## src/mmu_pkg.sv

```systemverilog
// constants, types and register map for the page descriptor checker
// Contract
// - descriptor low three bits hold the access key deciding allow, abort or trap.
// - an aborted reference is killed at once; no read data, no memory change.
// - a trapping reference completes; its trap waits for the instruction end.
// - key 000 aborts every read and write.
// - key 001 traps after reads through 250 and aborts writes.
// - key 010 reads without trap and aborts writes.
// - keys 011 and 111 abort every access.
// - key 100 allows reads and writes, each trapping through 250.
// - key 101 allows reads and writes, only writes trap through 250.
// - key 110 allows reads and writes with no trap nor abort.
// - stores and read-modify-write cycles count as writes.
// - descriptor bit 3 picks growth: 0 upward, 1 downward.
// - bit 6 sets on a page write that is not aborted, under any key that allows writes, regardless of trap enable.
// - written and attention bits clear when software writes base or descriptor.
// - aborted references and internal register accesses set no history bits.
// - bit 7 sets on every trap condition, even with trap enable off.
// - descriptor bits 14 to 8 hold a seven-bit length in 32-word blocks.
// - upward page aborts when address bits 12 to 6 exceed the length.
// - downward page aborts when the block number is below the length.
// - top three address bits select the base and descriptor pair.
package mmu_pkg;
  localparam int DATA_W = 32;
  localparam int VA_W = 16;
  localparam int DESC_W = 16;
  localparam int PAGE_SEL_W = 3;
  localparam int NUM_PAGES = 8;
  localparam int KEY_LSB = 0;
  localparam int KEY_W = 3;
  localparam int DIR_BIT = 3;
  localparam int WRITTEN_BIT = 6;
  localparam int ATTN_BIT = 7;
  localparam int LEN_LSB = 8;
  localparam int LEN_W = 7;
  localparam int BLOCK_LSB = 6;
  localparam int CTRL_TRAP_EN_BIT = 0;

  typedef logic [DESC_W-1:0] desc_t;
  typedef logic [LEN_W-1:0] block_t;

  typedef enum logic [KEY_W-1:0] {
    key_not_resident = 3'h0,
    key_read_trap = 3'h1,
    key_read_only = 3'h2,
    key_reserved_a = 3'h3,
    key_rw_trap_all = 3'h4,
    key_rw_trap_write = 3'h5,
    key_read_write = 3'h6,
    key_reserved_b = 3'h7
  } access_key_e;

  typedef enum logic [0:0] {
    bus_idle = 1'h0,
    bus_read_wait = 1'h1
  } bus_state_e;

  // software-writable descriptor bits: length, direction, key
  localparam desc_t DESC_SW_MASK = 16'h7F0F;
  localparam desc_t DESC_RESET = 16'h0000;
  localparam desc_t BASE_RESET = 16'h0000;
  // trap vector, 250 octal
  localparam logic [15:0] TRAP_VECTOR = 16'h00A8;

  // byte offsets on the register bus
  localparam logic [7:0] BASE_OFS = 8'h00;
  localparam logic [7:0] DESC_OFS = 8'h20;
  localparam logic [7:0] CTRL_OFS = 8'h40;
  localparam logic [7:0] STAT_OFS = 8'h44;
  localparam logic [7:0] GROUP_MASK = 8'hE0;
  localparam logic [7:0] REG_SPAN = 8'h4C;

  localparam logic [1:0] HTRANS_NONSEQ = 2'h2;
  localparam logic [1:0] HTRANS_SEQ = 2'h3;
endpackage

```

## src/check_if.sv

```systemverilog
// descriptor check signals shared by the top and the checker
`timescale 1ns/10ps
interface check_if;
  import mmu_pkg::*;
  desc_t desc;
  block_t block;
  logic is_write;
  logic abort_nr;
  logic abort_len;
  logic abort_ro;
  logic trap_cond;

  modport judge (input desc, input block, input is_write,
    output abort_nr, output abort_len, output abort_ro, output trap_cond);
  modport requester (output desc, output block, output is_write,
    input abort_nr, input abort_len, input abort_ro, input trap_cond);
endinterface

```

## src/access_check.sv

```systemverilog
// combinational key and length check of one reference
`timescale 1ns/10ps
module access_check
(
  check_if.judge chk
);
  import mmu_pkg::*;

  access_key_e key;
  block_t limit;
  logic down;

  // field split of the descriptor
  always_comb
  begin
    key = access_key_e'(chk.desc[KEY_LSB +: KEY_W]);
    limit = chk.desc[LEN_LSB +: LEN_W];
    down = chk.desc[DIR_BIT];
  end

  // key decode
  always_comb
  begin
    chk.abort_nr = 1'b0;
    chk.abort_ro = 1'b0;
    chk.trap_cond = 1'b0;
    case (key)
      key_not_resident: chk.abort_nr = 1'b1;
      key_read_trap:
      begin
        chk.abort_ro = chk.is_write;
        chk.trap_cond = !chk.is_write;
      end
      key_read_only: chk.abort_ro = chk.is_write;
      key_rw_trap_all: chk.trap_cond = 1'b1;
      key_rw_trap_write: chk.trap_cond = chk.is_write;
      key_read_write: chk.trap_cond = 1'b0;
      key_reserved_a, key_reserved_b: chk.abort_nr = 1'b1;
      default: chk.abort_nr = 1'b1;
    endcase
  end

  // length check in either direction
  always_comb
  begin
    if (down)
      chk.abort_len = chk.block < limit;
    else
      chk.abort_len = chk.block > limit;
  end
endmodule

```

## src/flat_wrapper.sv

```systemverilog
// flat-port wrapper written by rule: the top's interface ports become plain ports
module access_check_flat import mmu_pkg::*;
  (chk_desc, chk_block, chk_is_write, chk_abort_nr, chk_abort_len, chk_abort_ro, chk_trap_cond);
  check_if chk_i ();
  input wire logic [$bits(chk_i.desc)-1:0] chk_desc;
  input wire logic [$bits(chk_i.block)-1:0] chk_block;
  input wire logic [$bits(chk_i.is_write)-1:0] chk_is_write;
  output wire logic [$bits(chk_i.abort_nr)-1:0] chk_abort_nr;
  output wire logic [$bits(chk_i.abort_len)-1:0] chk_abort_len;
  output wire logic [$bits(chk_i.abort_ro)-1:0] chk_abort_ro;
  output wire logic [$bits(chk_i.trap_cond)-1:0] chk_trap_cond;
  assign chk_i.desc = chk_desc;
  assign chk_i.block = chk_block;
  assign chk_i.is_write = chk_is_write;
  assign chk_abort_nr = chk_i.abort_nr;
  assign chk_abort_len = chk_i.abort_len;
  assign chk_abort_ro = chk_i.abort_ro;
  assign chk_trap_cond = chk_i.trap_cond;
  access_check u_core (.chk(chk_i));
endmodule
```

## config.mk

```make
export PLATFORM = sky130hd
export DESIGN_NAME = access_check_flat
export DESIGN_NICKNAME = d
export VERILOG_FILES = /design/src/mmu_pkg.sv /design/src/check_if.sv /design/src/access_check.sv /design/src/flat_wrapper.sv
export SDC_FILE = /design/constraint.sdc
export NUM_CORES = 1
export LEC_CHECK = 0
export BUFFER_PORTS_ARGS = -buffer_cell sky130_fd_sc_hd__buf_4
export CAP_MARGIN = 0
export CORE_AREA = 2 2 39 41
export DETAILED_ROUTE_END_ITERATION = 6
export DIE_AREA = 0 0 41 43
export SLEW_MARGIN = 20
export SYNTH_ARGS = -nofsm -noshare
export SYNTH_HDL_FRONTEND = slang
export SYNTH_SLANG_ARGS = --single-unit
```

## constraint.sdc

```tcl
create_clock -name vclk -period 1.44
set_input_delay 0.144 -clock vclk [all_inputs]
set_output_delay 0.144 -clock vclk [all_outputs]
set_load 0.02 [all_outputs]
```

==> results.md <==
* Sequential cell count of the final layout at 0
* Length of the first detailed-routing pass in iterations at 1
* Nature of the critical path endpoint: output pin
* Total of warnings raised by yosys at 0
* Crit path arrival time at 1.27 ns
* Row cnt at 14
* Setup Crit Path Kind: in -> out
* I/O Pins at 28
* Cell area after placement at 429 um^2
* Horizontal extent of the die at 41 um
* Gpl congestion at 0.607
* Total number of nets in the final design at 89
* Net count of the mapped netlist at 64
* Worst Slack Setup Final at 0.0260 ns
* Hpwl dp at 461 um
* Number of remaining DRC errors at 0
* Antenna violations before repair at 0
* Shortest clock period the worst path allows after layout at 1.41 ns
* Share of total power consumed by net switching at 0.417
* Final global-route overflow total at 0
* Startpoint of the worst hold path: chk_desc[2]
* Final wirelength at 594 um
* Post-synth top area cell: sky130_fd_sc_hd__ha_1
* Footprint of the flip-flops and latches at 0 um^2
* Filler cell count in the final layout at 149
* Antenna Nets Post-Route at 0
* Die extent in y at 43 um
* Area of the die at 1760 um^2
* Post-synthesis sequential area ratio at 0
* Routed vias at 292
* Critical path launch point type: input port
* Ant diodes at 0
* Maximum fanout along the worst path at 3
* Clock buffer cells at 0
* Run status: finished clean
* Most numerous cell types in the synthesized netlist: 8 x sky130_fd_sc_hd__inv_1, 7 x sky130_fd_sc_hd__ha_1, 3 x sky130_fd_sc_hd__a21oi_1
* Share of the core filled with cells in the final layout at 0.370
* Maximum vdd ir drop at 0.0000942 V
* Core footprint at 1380 um^2
* Via density per instance at 4.06
* Maximum capacitance violations at 0
* Share of final-layout standard cells stronger than drive strength 1 at 0.571
* Design area at 512 um^2
* Worst setup slack after placement at -0.0532 ns
* Share of total power in combinational logic at 1.000
* Total placed cells including tap cells at 72
* Total area of multi-input combinational cells at 272 um^2
* Part of the total power dissipated in the clock network at 0
* First-pass GRT wire length at 772 um
* Number of global-route vias before repair at 205
* Starting density of the core at 0.171
* Slew at the pin closest to its max-slew limit at 0.136 ns
* Final hold viol count at 0
* Sw Pwr at 0.0658 mW
* Cell types with the largest area share after synthesis: sky130_fd_sc_hd__ha_1 37%, sky130_fd_sc_hd__inv_1 13%, sky130_fd_sc_hd__xnor2_1 7.4%
* Sequential Power Share at 0
* Number of setup violations in the final report at 0
* Worst slew margin relative to its limit at 0.907
* Initial DRC count at 0
* Final non-filler cell total at 72
* Syn Std Cell Area at 236 um^2
* Post-route total power at 0.158 mW
* Setup repair after global routing missed its margin: true
* Fin. max-slew vios at 0
* Synth-to-layout area growth at 116%
* Pin count of the biggest net entering global routing at 5
* Data required time of the critical path at 1.30 ns
* Reported leakage power at 0.251 nW
* FMAX at 707 MHz
* Hold WC Path Type: in -> out
* Hold slack at 0.574 ns
* Total negative slack for setup checks at 0 ns
* IO buf count at 23
* Distinct cell type count of the synthesized netlist at 16
* Cell internal power dissipation at 0.0918 mW
* Final routed wire length divided by cell count at 8.25 um
* Gr usage total at 0.0609
* Post-CTS setup buffer count at 0
* Final worst path period share at 0.982
* Critical path launch point: chk_desc[10]
* Share of Yosys cell area claimed by the top area cell type at 0.370
* Cts-stage hold buffer count at 0
* Gate count of the mapped netlist at 33
* Power density normalized to cell area at 308 nW/um^2
* Most used standard cell by instance count after synthesis: sky130_fd_sc_hd__inv_1
* Post-synthesis area per instance at 7.17 um^2
* Timing endpoint of the critical path: chk_abort_len
==> critical path: stages <==
cell,delay [ns]
sky130_fd_sc_hd__buf_6,0.07
sky130_fd_sc_hd__inv_4,0.03
sky130_fd_sc_hd__ha_4,0.26
sky130_fd_sc_hd__nand2_2,0.04
sky130_fd_sc_hd__o21a_1,0.17
sky130_fd_sc_hd__o221ai_2,0.17
sky130_fd_sc_hd__mux2i_1,0.22
sky130_fd_sc_hd__buf_4,0.16
==> repair_timing <==
action,CTS,global route
hold endpoints to repair,0,0
gates cloned,0,0
setup endpoints to repair,1,1
pin swaps,5,5
gates resized for setup,9,4
==> cell usage in the layout, fill, tap and decap left out <==
| master | n |
|---|---|
| sky130_fd_sc_hd__a21o_1 | 1 |
| sky130_fd_sc_hd__a21oi_1 | 3 |
| sky130_fd_sc_hd__buf_4 | 19 |
| sky130_fd_sc_hd__buf_6 | 4 |
| sky130_fd_sc_hd__ha_1 | 2 |
| sky130_fd_sc_hd__ha_4 | 5 |
| sky130_fd_sc_hd__inv_1 | 6 |
| sky130_fd_sc_hd__inv_2 | 1 |
| sky130_fd_sc_hd__inv_4 | 1 |
| sky130_fd_sc_hd__mux2i_1 | 1 |
| sky130_fd_sc_hd__nand2_1 | 1 |
| sky130_fd_sc_hd__nand2_2 | 1 |
| sky130_fd_sc_hd__nand3_1 | 1 |
| sky130_fd_sc_hd__nand4_1 | 1 |
| sky130_fd_sc_hd__nor2_1 | 1 |
| sky130_fd_sc_hd__nor2b_1 | 1 |
| sky130_fd_sc_hd__nor3_1 | 1 |
| sky130_fd_sc_hd__nor3b_1 | 1 |
| sky130_fd_sc_hd__o21a_1 | 1 |
| sky130_fd_sc_hd__o21ai_0 | 1 |
| sky130_fd_sc_hd__o221ai_2 | 1 |
| sky130_fd_sc_hd__xnor2_1 | 2 |
==> kinds of logic (layout without fill, tap and decap cells) <==
group | count (synthesis) | in the layout | share of synthesized area
xor+xnor | 2 | 2 | 0.0741
simple gates | 8 | 8 | 0.175
compound gates | 7 | 7 | 0.212
fa+ha+maj | 7 | 7 | 0.370
buf+inv | 8 | 31 | 0.127
mux | 1 | 1 | 0.0423
==> final cells by class <==
class,instances,area share
multi-input cells,25,0.531
repair buffers,23,0.367
well taps,16,0.0391
inverters,8,0.0636
==> how the worst min path moves through the flow <==
stage,depth (start not counted),to
final,3,chk_abort_ro
after detailed placement,3,chk_abort_ro
after floorplan,1,chk_trap_cond
after global routing,3,chk_abort_ro
after CTS,3,chk_abort_ro
after global placement,3,chk_abort_ro
==> routing by layer <==
metal	global-route usage	wire length (um)	vias to the layer above
met5	0	0	-
met1	0.0759	255	121
met2	0.116	305	11
met3	0	33	0
met4	0	0	0
li1	-	-	160
==> power groups by stage <==
stage	Combinational, mW	Sequential (mW)	Clock (mW)
floorplan	0.0665	0	0
global placement	0.130	0	0
detailed placement	0.131	0	0
CTS	0.146	0	0
global route	0.175	0	0
finish	0.158	0	0
Note: power is estimated with default switching activity, not from simulation.
